--- config.mk ---
export PLATFORM = sky130hd
export DESIGN_NAME = cpe_datapath
export DESIGN_NICKNAME = d
export VERILOG_FILES = /design/src/rtl/cpe_pkg.sv /design/src/rtl/cpe_datapath.sv /design/src/rtl/cpe_func_unit.sv
export VERILOG_INCLUDE_DIRS = /design/src /design/src/rtl
export SDC_FILE = /design/constraint.sdc
export NUM_CORES = 2
export LEC_CHECK = 0
export ABC_AREA = 1
export BUFFER_PORTS_ARGS = -buffer_cell sky130_fd_sc_hd__buf_2
export CAP_MARGIN = 20
export CORE_ASPECT_RATIO = 1.25
export CORE_UTILIZATION = 30
export DETAILED_ROUTE_END_ITERATION = 7
export PLACE_DENSITY_LB_ADDON = 0.15
export SETUP_SLACK_MARGIN = 0.4
export SYNTH_ARGS = -nofsm -noshare
export SYNTH_HDL_FRONTEND = slang
export SYNTH_SLANG_ARGS = --single-unit
export TNS_END_PERCENT = 50
--- constraint.sdc ---
create_clock -name pclk -period 9.4 [get_ports pclk]
set_clock_uncertainty 0.2 [all_clocks]
set_input_delay 2.82 -clock pclk [delete_from_list [all_inputs] [get_ports pclk]]
set_output_delay 2.82 -clock pclk [all_outputs]
set_load 0.02 [all_outputs]
--- src/rtl/cpe_map.svh ---
// Purpose: Offsets, field positions, reset values and fixed codes.
// Assumes: Included by bare name from the datapath design files.
// Notes:   Definitions only.
`ifndef CPE_MAP_SVH
`define CPE_MAP_SVH
`define CPE_OFF_PANEL      8'h00
`define CPE_OFF_STATUS     8'h04
`define CPE_OFF_EXPON      8'h08
`define CPE_STAT_RF_ERR    0
`define CPE_STAT_MEM_ERR   1
`define CPE_RF_WORDS       48
`define CPE_CONST_BASE     6'h30
`define CPE_FLOAT_OFFSET   6'h10
`define CPE_CONST_SEED     32'hFFFFFFFF
`define CPE_FN_ADD         4'h9
`define CPE_FN_SUB         4'h6
`define CPE_PANEL_RST      32'h00000000
`define CPE_EXP_RST        8'h00
`define CPE_WORD_RST       33'h000000000
`endif

--- src/rtl/cpe_pkg.sv ---
// Purpose: Select-field encodings of the datapath control word.
// Assumes: Codes not listed select zero, except file address code 7, which selects rf_micro_addr.
// Notes:   Bit 0 of every datapath word is its most significant bit.
package cpe_pkg;
  typedef enum logic [2:0] {
    CPE_A_ZERO = 3'h0, CPE_A_RESULT = 3'h1, CPE_A_ADDR = 3'h2,
    CPE_A_RF = 3'h3, CPE_A_EXPRES = 3'h4
  } cpe_asel_type;
  typedef enum logic [2:0] {
    CPE_B_MEM = 3'h0, CPE_B_HALF = 3'h1, CPE_B_RF = 3'h2,
    CPE_B_DISP = 3'h3, CPE_B_OPIMM = 3'h4, CPE_B_PSW1 = 3'h5,
    CPE_B_PSW2 = 3'h6, CPE_B_ZERO = 3'h7
  } cpe_bsel_type;
  typedef enum logic [2:0] {
    CPE_SH_ZERO = 3'h0, CPE_SH_PASS = 3'h1, CPE_SH_L1 = 3'h2,
    CPE_SH_L4 = 3'h3, CPE_SH_L8 = 3'h4, CPE_SH_R1 = 3'h5,
    CPE_SH_R4 = 3'h6, CPE_SH_R8 = 3'h7
  } cpe_shift_type;
  typedef enum logic [2:0] {
    CPE_Q_ZERO = 3'h0, CPE_Q_L1 = 3'h1, CPE_Q_R1 = 3'h2,
    CPE_Q_CARRY = 3'h3, CPE_Q_RESULT = 3'h4
  } cpe_qsel_type;
  typedef enum logic [2:0] {
    CPE_RA_R1 = 3'h0, CPE_RA_R2 = 3'h1, CPE_RA_B1 = 3'h2,
    CPE_RA_B2 = 3'h3, CPE_RA_PANEL = 3'h4, CPE_RA_QUOT = 3'h5,
    CPE_RA_MICRO = 3'h6
  } cpe_raddr_type;
  typedef enum logic [2:0] {
    CPE_RD_PANEL = 3'h0, CPE_RD_RESULT = 3'h1, CPE_RD_ADDR = 3'h2,
    CPE_RD_QUOT = 3'h3, CPE_RD_SHIFT = 3'h4, CPE_RD_BANK = 3'h5
  } cpe_rdata_type;
  typedef enum logic [1:0] {
    CPE_EA_ZERO = 2'h0, CPE_EA_EXP = 2'h1, CPE_EA_SHIFT = 2'h2
  } cpe_easel_type;
  typedef enum logic [2:0] {
    CPE_EB_MEM = 3'h0, CPE_EB_RF = 3'h1, CPE_EB_EXP = 3'h2,
    CPE_EB_CHAR = 3'h3, CPE_EB_COUNT = 3'h4, CPE_EB_NORM = 3'h5
  } cpe_ebsel_type;
endpackage

--- src/rtl/cpe_datapath.sv ---
// Purpose: Arithmetic and register datapath driven by a microcode word.
// Assumes: Control fields are stable for the whole microinstruction.
// Notes:   Bit 32 of each stored word is its even parity bit.
//
// Our own choices: the APB register port and the register addresses.
`timescale 1ns/100ps
`include "cpe_map.svh"
module cpe_datapath
  import cpe_pkg::*;
(
  input  wire logic          pclk,
  input  wire logic          presetn,
  input  wire logic          ce,
  input  wire logic          psel,
  input  wire logic          penable,
  input  wire logic          pwrite,
  input  wire logic [7:0]    paddr,
  input  wire logic [31:0]   pwdata,
  output logic      [31:0]   prdata,
  output logic               pready,
  output logic               pslverr,
  input  wire logic [5:0]    alu_func,
  input  wire logic          divide_active,
  input  wire cpe_asel_type  alu_a_sel,
  input  wire cpe_bsel_type  alu_b_sel,
  input  wire logic [5:0]    exp_func,
  input  wire cpe_easel_type exp_a_sel,
  input  wire cpe_ebsel_type exp_b_sel,
  input  wire logic          count_source_select,
  input  wire logic          exponent_load,
  input  wire cpe_raddr_type rf_addr_sel,
  input  wire logic [5:0]    rf_micro_addr,
  input  wire logic          rf_addr_increment,
  input  wire logic          float_op_flag,
  input  wire logic          regfile_write_enable,
  input  wire logic          regfile_read_check,
  input  wire cpe_rdata_type rf_data_sel,
  input  wire logic [1:0]    memory_bank_page,
  input  wire cpe_shift_type result_sel,
  input  wire logic          logical_shift_select,
  input  wire logic          result_load,
  input  wire cpe_shift_type addr_sel,
  input  wire logic          addr_load,
  input  wire cpe_qsel_type  quot_sel,
  input  wire logic          quot_load,
  input  wire logic          pair_shift_enable,
  input  wire logic          quotient_chain_enable,
  input  wire logic [7:0]    branch_address,
  input  wire logic [7:0]    shift_decode,
  input  wire logic [7:0]    normalize_out,
  input  wire logic [0:7]    shift_count_register,
  input  wire logic [0:47]   instruction_register,
  input  wire logic [0:39]   program_status_word,
  input  wire logic [0:32]   memory_read_data_register,
  input  wire logic          memory_read_check,
  output logic      [0:32]   data_result_register,
  output logic      [0:32]   address_register,
  output logic      [0:32]   quotient_work_register,
  output logic      [0:7]    exponent_register,
  output logic      [0:7]    exponent_sum,
  output logic               parity_error
);
  logic [0:31] panel_r;
  logic        rf_err_r;
  logic        mem_err_r;
  logic [31:0] prdata_r;
  logic [0:32] result_r;
  logic [0:32] addr_r;
  logic [0:32] quot_r;
  logic [0:7]  exponent_r;
  logic [0:32] rf_mem [0:`CPE_RF_WORDS-1];
  logic [0:32] rf_hold_r;
  logic [0:32] rf_raw;
  logic [0:32] rf_out;
  logic [5:0]  rf_addr;
  logic [3:0]  rf_field;
  logic [0:31] rf_wdata;
  logic [0:31] const_word;
  logic [0:31] alu_a;
  logic [0:31] alu_b;
  logic [0:31] alu_f;
  logic        alu_cout;
  logic        fn_mode;
  logic        fn_cin;
  logic [3:0]  fn_sel;
  logic [0:7]  exp_a;
  logic [0:7]  exp_b;
  logic [0:31] result_mux;
  logic [0:31] addr_mux;
  logic [0:31] quot_mux;
  logic        acc_w;
  logic        stat_clr;
  logic        rf_par_bad;
  logic        mem_par_bad;

  function automatic logic [0:31] cpe_shl(input logic [0:31] v,
                                          input logic [0:31] fill,
                                          input logic [3:0]  n);
    logic [0:63] t;
    t = {v, fill} << n;
    return t[0:31];
  endfunction

  function automatic logic [0:31] cpe_shr(input logic [0:31] v,
                                          input logic [0:31] fill,
                                          input logic [3:0]  n);
    logic [0:63] t;
    t = {fill, v} >> n;
    return t[32:63];
  endfunction

  function automatic logic [3:0] cpe_amt(input cpe_shift_type s);
    case (s)
      CPE_SH_L1, CPE_SH_R1: return 4'h1;
      CPE_SH_L4, CPE_SH_R4: return 4'h4;
      default:              return 4'h8;
    endcase
  endfunction

  // APB slave: read data is captured in the setup cycle, so the access
  // phase answers at once unless the clock enable holds everything.
  assign pready   = ce;
  assign acc_w    = psel && penable && pwrite && ce;
  assign stat_clr = acc_w && (paddr == `CPE_OFF_STATUS);
  assign pslverr  = psel && penable && (paddr != `CPE_OFF_PANEL) &&
                    (paddr != `CPE_OFF_STATUS) && (paddr != `CPE_OFF_EXPON);
  assign prdata   = prdata_r;

  always_ff @(posedge pclk or negedge presetn) begin
    if (!presetn) begin
      prdata_r <= 32'h00000000;
    end else if (ce && psel && !penable) begin
      case (paddr)
        `CPE_OFF_PANEL:  prdata_r <= panel_r;
        `CPE_OFF_STATUS: prdata_r <= {30'h00000000, mem_err_r, rf_err_r};
        `CPE_OFF_EXPON:  prdata_r <= {24'h000000, exponent_r};
        default:         prdata_r <= 32'h00000000;
      endcase
    end
  end

  always_ff @(posedge pclk or negedge presetn) begin
    if (!presetn) begin
      panel_r <= `CPE_PANEL_RST;
    end else if (acc_w && (paddr == `CPE_OFF_PANEL)) begin
      panel_r <= pwdata;
    end
  end

  // sticky parity flags
  // A new mismatch in the clearing cycle wins over the clear.
  always_ff @(posedge pclk or negedge presetn) begin
    if (!presetn) begin
      rf_err_r  <= 1'b0;
      mem_err_r <= 1'b0;
    end else if (ce) begin
      if (rf_par_bad) begin
        rf_err_r <= 1'b1;
      end else if (stat_clr && pwdata[`CPE_STAT_RF_ERR]) begin
        rf_err_r <= 1'b0;
      end
      if (mem_par_bad) begin
        mem_err_r <= 1'b1;
      end else if (stat_clr && pwdata[`CPE_STAT_MEM_ERR]) begin
        mem_err_r <= 1'b0;
      end
    end
  end
  assign parity_error = rf_err_r || mem_err_r;

  assign rf_par_bad  = regfile_read_check && (^rf_out);
  assign mem_par_bad = memory_read_check && (^memory_read_data_register);

  always_comb begin
    rf_field = 4'h0;
    rf_addr  = rf_micro_addr;
    case (rf_addr_sel)
      CPE_RA_R1:    rf_field = instruction_register[8:11];
      CPE_RA_R2:    rf_field = instruction_register[12:15];
      CPE_RA_B1:    rf_field = instruction_register[16:19];
      CPE_RA_B2:    rf_field = instruction_register[32:35];
      CPE_RA_PANEL: rf_addr  = panel_r[26:31];
      CPE_RA_QUOT:  rf_addr  = quot_r[26:31];
      default:      rf_addr  = rf_micro_addr;
    endcase
    if (rf_addr_sel inside {CPE_RA_R1, CPE_RA_R2, CPE_RA_B1,
                            CPE_RA_B2}) begin
      rf_addr = {2'b00, rf_field[3:1], rf_field[0] | rf_addr_increment} +
                (float_op_flag ? `CPE_FLOAT_OFFSET : 6'h00);
    end
  end

  assign const_word = `CPE_CONST_SEED >> rf_addr[3:0];
  assign rf_raw = (rf_addr < `CPE_CONST_BASE) ? rf_mem[rf_addr] :
                  {const_word, ^const_word};

  assign rf_out = regfile_write_enable ? rf_hold_r : rf_raw;

  always_ff @(posedge pclk or negedge presetn) begin
    if (!presetn) begin
      rf_hold_r <= `CPE_WORD_RST;
    end else if (ce) begin
      rf_hold_r <= rf_out;
    end
  end

  always_comb begin
    rf_wdata = 32'h00000000;
    case (rf_data_sel)
      CPE_RD_PANEL:  rf_wdata = panel_r;
      CPE_RD_RESULT: rf_wdata = result_r[0:31];
      CPE_RD_ADDR:   rf_wdata = addr_r[0:31];
      CPE_RD_QUOT:   rf_wdata = quot_r[0:31];
      CPE_RD_SHIFT:  rf_wdata = result_mux;
      CPE_RD_BANK:   rf_wdata[16:17] = memory_bank_page;
      default:       rf_wdata = 32'h00000000;
    endcase
  end

  // file write on the clock edge
  always_ff @(posedge pclk) begin
    if (ce && regfile_write_enable && (rf_addr < `CPE_CONST_BASE)) begin
      rf_mem[rf_addr] <= {rf_wdata, ^rf_wdata};
    end
  end

  always_comb begin
    case (alu_a_sel)
      CPE_A_RESULT: alu_a = result_r[0:31];
      CPE_A_ADDR:   alu_a = addr_r[0:31];
      CPE_A_RF:     alu_a = rf_out[0:31];
      CPE_A_EXPRES: alu_a = {exponent_r, result_r[8:31]};
      default:      alu_a = 32'h00000000;
    endcase
  end

  always_comb begin
    case (alu_b_sel)
      CPE_B_MEM:   alu_b = memory_read_data_register[0:31];
      CPE_B_HALF:  alu_b = {{16{memory_read_data_register[16]}},
                            memory_read_data_register[16:31]};
      CPE_B_RF:    alu_b = rf_out[0:31];
      CPE_B_DISP:  alu_b = {20'h00000, instruction_register[20:31]};
      CPE_B_OPIMM: alu_b = {instruction_register[0:7], 16'h0000,
                            instruction_register[8:15]};
      CPE_B_PSW1:  alu_b = {program_status_word[0:15], rf_out[16:31]};
      CPE_B_PSW2:  alu_b = {1'b0, program_status_word[33:39],
                            rf_out[8:31]};
      default:     alu_b = 32'h00000000;
    endcase
  end

  always_comb begin
    if (divide_active) begin
      fn_mode = 1'b0;
      fn_cin  = ~quot_r[31];
      fn_sel  = quot_r[31] ? `CPE_FN_ADD : `CPE_FN_SUB;
    end else begin
      fn_mode = alu_func[5];
      fn_cin  = alu_func[4];
      fn_sel  = alu_func[3:0];
    end
  end

  cpe_func_unit #(.W(32)) u_main (
    .a    (alu_a),
    .b    (alu_b),
    .mode (fn_mode),
    .cin  (fn_cin),
    .sel  (fn_sel),
    .f    (alu_f),
    .cout (alu_cout)
  );

  always_comb begin
    case (exp_a_sel)
      CPE_EA_EXP:   exp_a = exponent_r;
      CPE_EA_SHIFT: exp_a = shift_count_register;
      default:      exp_a = 8'h00;
    endcase
    case (exp_b_sel)
      CPE_EB_MEM:   exp_b = {1'b0, memory_read_data_register[1:7]};
      CPE_EB_RF:    exp_b = {1'b0, rf_out[1:7]};
      CPE_EB_EXP:   exp_b = exponent_r;
      CPE_EB_CHAR:  exp_b = {2'b00, shift_count_register[0:5]};
      CPE_EB_COUNT: exp_b = count_source_select ? shift_decode :
                                                  branch_address;
      CPE_EB_NORM:  exp_b = normalize_out;
      default:      exp_b = 8'h00;
    endcase
  end

  cpe_func_unit #(.W(8)) u_exp (
    .a    (exp_a),
    .b    (exp_b),
    .mode (exp_func[5]),
    .cin  (exp_func[4]),
    .sel  (exp_func[3:0]),
    .f    (exponent_sum),
    .cout ()
  );

  always_ff @(posedge pclk or negedge presetn) begin
    if (!presetn) begin
      exponent_r <= `CPE_EXP_RST;
    end else if (ce && exponent_load) begin
      exponent_r <= exponent_sum;
    end
  end
  assign exponent_register = exponent_r;

  // result mux with pair fill on left shifts
  always_comb begin
    case (result_sel)
      CPE_SH_PASS: result_mux = alu_f;
      CPE_SH_L1, CPE_SH_L4, CPE_SH_L8:
        result_mux = cpe_shl(alu_f, pair_shift_enable ? addr_r[0:31] :
                             32'h00000000, cpe_amt(result_sel));
      CPE_SH_R1, CPE_SH_R4, CPE_SH_R8:
        result_mux = cpe_shr(alu_f, logical_shift_select ? 32'h00000000 :
                             {32{alu_f[0]}}, cpe_amt(result_sel));
      default:     result_mux = 32'h00000000;
    endcase
  end

  // address mux, chained to both neighbours
  always_comb begin
    case (addr_sel)
      CPE_SH_PASS: addr_mux = result_mux;
      CPE_SH_L1, CPE_SH_L4, CPE_SH_L8:
        addr_mux = cpe_shl(addr_r[0:31], quotient_chain_enable ?
                           quot_r[0:31] : 32'h00000000, cpe_amt(addr_sel));
      CPE_SH_R1, CPE_SH_R4, CPE_SH_R8:
        addr_mux = cpe_shr(addr_r[0:31], pair_shift_enable ?
                           result_r[0:31] : 32'h00000000, cpe_amt(addr_sel));
      default:     addr_mux = 32'h00000000;
    endcase
  end

  always_comb begin
    case (quot_sel)
      CPE_Q_L1:     quot_mux = {quot_r[1:31], 1'b0};
      CPE_Q_R1:     quot_mux = {quotient_chain_enable & addr_r[31],
                                quot_r[0:30]};
      CPE_Q_CARRY:  quot_mux = {quot_r[1:31], alu_cout};
      CPE_Q_RESULT: quot_mux = result_mux;
      default:      quot_mux = 32'h00000000;
    endcase
  end

  always_ff @(posedge pclk or negedge presetn) begin
    if (!presetn) begin
      result_r <= `CPE_WORD_RST;
      addr_r   <= `CPE_WORD_RST;
      quot_r   <= `CPE_WORD_RST;
    end else if (ce) begin
      if (result_load) begin
        result_r <= {result_mux, ^result_mux};
      end
      if (addr_load) begin
        addr_r <= {addr_mux, ^addr_mux};
      end
      if (quot_load) begin
        quot_r <= {quot_mux, ^quot_mux};
      end
    end
  end
  assign data_result_register   = result_r;
  assign address_register       = addr_r;
  assign quotient_work_register = quot_r;

  logic [0:31] chk_sum;
  logic [0:31] chk_diff;
  assign chk_sum  = alu_a + alu_b;
  assign chk_diff = alu_a - alu_b;
endmodule

--- src/rtl/cpe_func_unit.sv ---
// Purpose: Function-table adder slice used by both arithmetic units.
// Assumes: mode high selects logic operations, cin is the forced carry.
// Notes:   Select 1001 adds, 0110 with carry in subtracts.
`timescale 1ns/100ps
module cpe_func_unit #(
  parameter int W = 32
) (
  input  wire logic [W-1:0] a,
  input  wire logic [W-1:0] b,
  input  wire logic         mode,
  input  wire logic         cin,
  input  wire logic [3:0]   sel,
  output logic      [W-1:0] f,
  output logic              cout
);
  logic [W-1:0] u;
  logic [W-1:0] v;
  logic [W:0]   sum;

  // Arithmetic result is v plus u plus carry; logic result is their XNOR.
  assign u    = a | (b & {W{sel[0]}}) | (~b & {W{sel[1]}});
  assign v    = (a & ~b & {W{sel[2]}}) | (a & b & {W{sel[3]}});
  assign sum  = {1'b0, v} + {1'b0, u} + {{W{1'b0}}, cin};
  assign f    = mode ? ~(u ^ v) : sum[W-1:0];
  assign cout = mode ? 1'b0 : sum[W];
endmodule

==> out/qor.yml <==
power.leakage_nw: 48.9
synth_cell_types: 63
syn_inst: 9611
ys_ff_latch: 1790
drv_cap: 0
r2r-end: "rf_mem[30][0]"
yosysWarningCount: 0
reg2reg_depth: 51
die_w_um: 484
grt_setup_unrepaired: "true"
cp_data_arrival_time_ns: 7.46
slew-limit-headroom_pct: 24.7
cts.htree.levels: 4
synth-edff-count: 1584
power.density_mw_per_mm2: 224
fmax_mhz: 95.4
grt.total_usage_pct: 27.9
status: "finished with violations"
worstMarginPinSlew_ns: 1.13
start_util_pct: 30.3
cts_max_path_buffers: 4
slew_viol_final: 0
netlist_area_mm2: 0.0871
setup_violations: 59
hold_violations: 0
yosysSeqAreaShare_pct: 60.5
min-delay-start: "prdata[4]"
wl_per_cell_um: 27.8
core.rowCount: 220
r2r_slack_ns: 1.33
holdPathEnd: "prdata[4]"
numPortBuffers: 379
drc_errors: 0
numCtsBuffers: 197
violations: "setup timing"
yosysTopAreaCell: "edfxtp_1"
hold_depth: 2
root_buffer: "clkbuf_16"
syn_to_final_growth_pct: 30.3
grt_antenna_before_repair: 40
dr.pass1.iters: 6
drtIter0Drc: 6696
drive_gt1_share_pct: 23.1
criticalPathCategory: "in2out"
vias_per_cell: 5.04
die_area_mm2: 0.293
required_ns: 6.38
ant_nets: 0
place_area_mm2: 0.103
async_flop_share_pct: 11.5
dr_total_vias: 75890
io_pins: 409
die_height_um: 604
reg2reg_from: "panel_r[31]"
worst_hold_slack_ns: 0.281
critPathMaxFanout: 10
layout_setup_ws_ns: -1.08
synth_area_per_cell_um2: 9.06
ir_drop_mv: 0.157
crit_path_start_kind: "primary input"
hp-class: "reg2reg"
finalNetCount: 11432
synth_commonest_cells: "nand2_1 (3835), edfxtp_1 (1584), inv_1 (749)"
cp_slowest_cell: "fa_2"
insertion_delay_ns: 0.91
grt_pass1_wl_mm: 575
crit_start: "rf_addr_sel[1]"
yosysTopAreaCellShare_pct: 54.6
grt_overflow: 0
hpwl_mm: 299
netlist_top_cells_area: "edfxtp_1 (55%), nand2_1 (17%), dfrtp_1 (5.9%), nand3_1 (3.4%), inv_1 (3.2%)"
end_kind: "output pin"
yosysMostFrequentCell: "nand2_1"
final_area_mm2: 0.114
worst_path_largest_cell_delay_ns: 0.42
fin_crit_sh_pct: 112
synth_nets: 9915
grt_pass1_vias: 73792
finalCriticalPeriod_ns: 10.48
grt_start_max_net_pins: 108
power.total_mw: 25.5
cts.sinks: 1790
coreArea_mm2: 0.288
tns_ns: -27.62
path_clk_slew_ns: 0.06
synth_ff_type: "edfxtp_1"
globalplace.congestion: 1.01
critPathMostFrequentCell: "buf_6"
tritoncts: "done"
wl_mm: 418
-- registers in the layout, summed over array words and instances (netlist names) --
name / flops
panel_r: 32
rf_err_r: 1
mem_err_r: 1
address_register: 33
data_result_register: 33
exponent_register: 8
quotient_work_register: 33
rf_hold_r: 33
rf_mem: 1584
prdata: 32
-- critical path: cells and delay by family --
kind,cells,cell delay [ns]
and+or+nand+nor,21,1.85
AOI/OAI and AO/OA,3,0.34
xor gates and xnor gates,1,0.23
adders and majority gates,2,0.79
buffers and inverters,9,1.33
-- per-stage QoR --
step | instances | worst slack [ns] | utilization (%)
2_1_floorplan | 9611 | -0.0190 | -
3_3_place_gp | 14522 | -2.44 | 35.7
3_5_place_dp | 14522 | -2.48 | 35.7
4_1_cts | 14972 | -0.952 | 38.7
5_1_grt | 15055 | -1.27 | 39.4
6_report | 15070 | -1.08 | 39.4
-- timing repair --
item / in CTS / in global routing
pin swaps: 93 / 161
gates resized for setup: 336 / 386
hold buffers: 0 / 0
setup buffers: 93 / 71
hold endpoints to repair: 0 / 0
endpoints found under the setup margin: 1659 / 1651
cloned: 12 / 3
-- layout by cell type (no fill, tap or decap), drive strengths merged, types with 49 or more instances in the layout --
| master | count |
|---|---|
| inv | 770 |
| buf | 1718 |
| o22ai | 104 |
| xor2 | 49 |
| nor2 | 732 |
| dfrtp | 206 |
| nand4 | 91 |
| nand3 | 597 |
| nand3b | 50 |
| o21ai | 452 |
| clkinv | 77 |
| edfxtp | 1584 |
| a21oi | 254 |
| xnor2 | 57 |
| nand2 | 3855 |
| clkbuf | 254 |
-- per-layer routing --
layer | track usage, % | share of wire, %
met5 | 0 | 0.011
met4 | 16.3 | 6.7
met3 | 3.61 | 5.2
met2 | 48.2 | 49
met1 | 33.1 | 39
-- where the power goes --
part	total [mW]	switching, mW	internal (mW)
Sequential	9.53	0.329	9.20
Combinational	8.25	5.40	2.86
Clock	7.71	3.31	4.40
Total	25.5	9.04	16.4
-- logic make-up (layout without fill, tap and decap cells) --
kind of cell | after synthesis | count (layout) | share of synthesized area, %
other | 0 | 22 | 0
and+or+nand+nor | 5404 | 5411 | 24.9
DFF | 1790 | 1790 | 60.5
adders and majority gates | 45 | 45 | 0.681
AOI/OAI and AO/OA | 1066 | 1066 | 7.12
muxes | 6 | 6 | 0.0776
xor gates and xnor gates | 106 | 106 | 1.08
buffers and inverters | 1194 | 2850 | 5.57
-- layout make-up --
class	instances	area (um^2)
Fill cell	28774	174000
Multi-Input combinational cell	6634	32400
Timing Repair Buffer	1726	14500
Antenna cell	22	55.1
Tap cell	3774	4720
Clock buffer	253	5240
Inverter	779	2960
Sequential cell	1790	52700
Clock inverter	92	947
-- worst max-delay path by stage --
stage,to,cells after the start
2_1_floorplan,exponent_sum[0],32
3_3_place_gp,rf_mem[46][0],50
4_1_cts,exponent_sum[0],35
6_report,exponent_sum[1],36
3_5_place_dp,rf_mem[46][0],50
5_1_grt,exponent_sum[0],35
(Power assumes the default switching activity.)
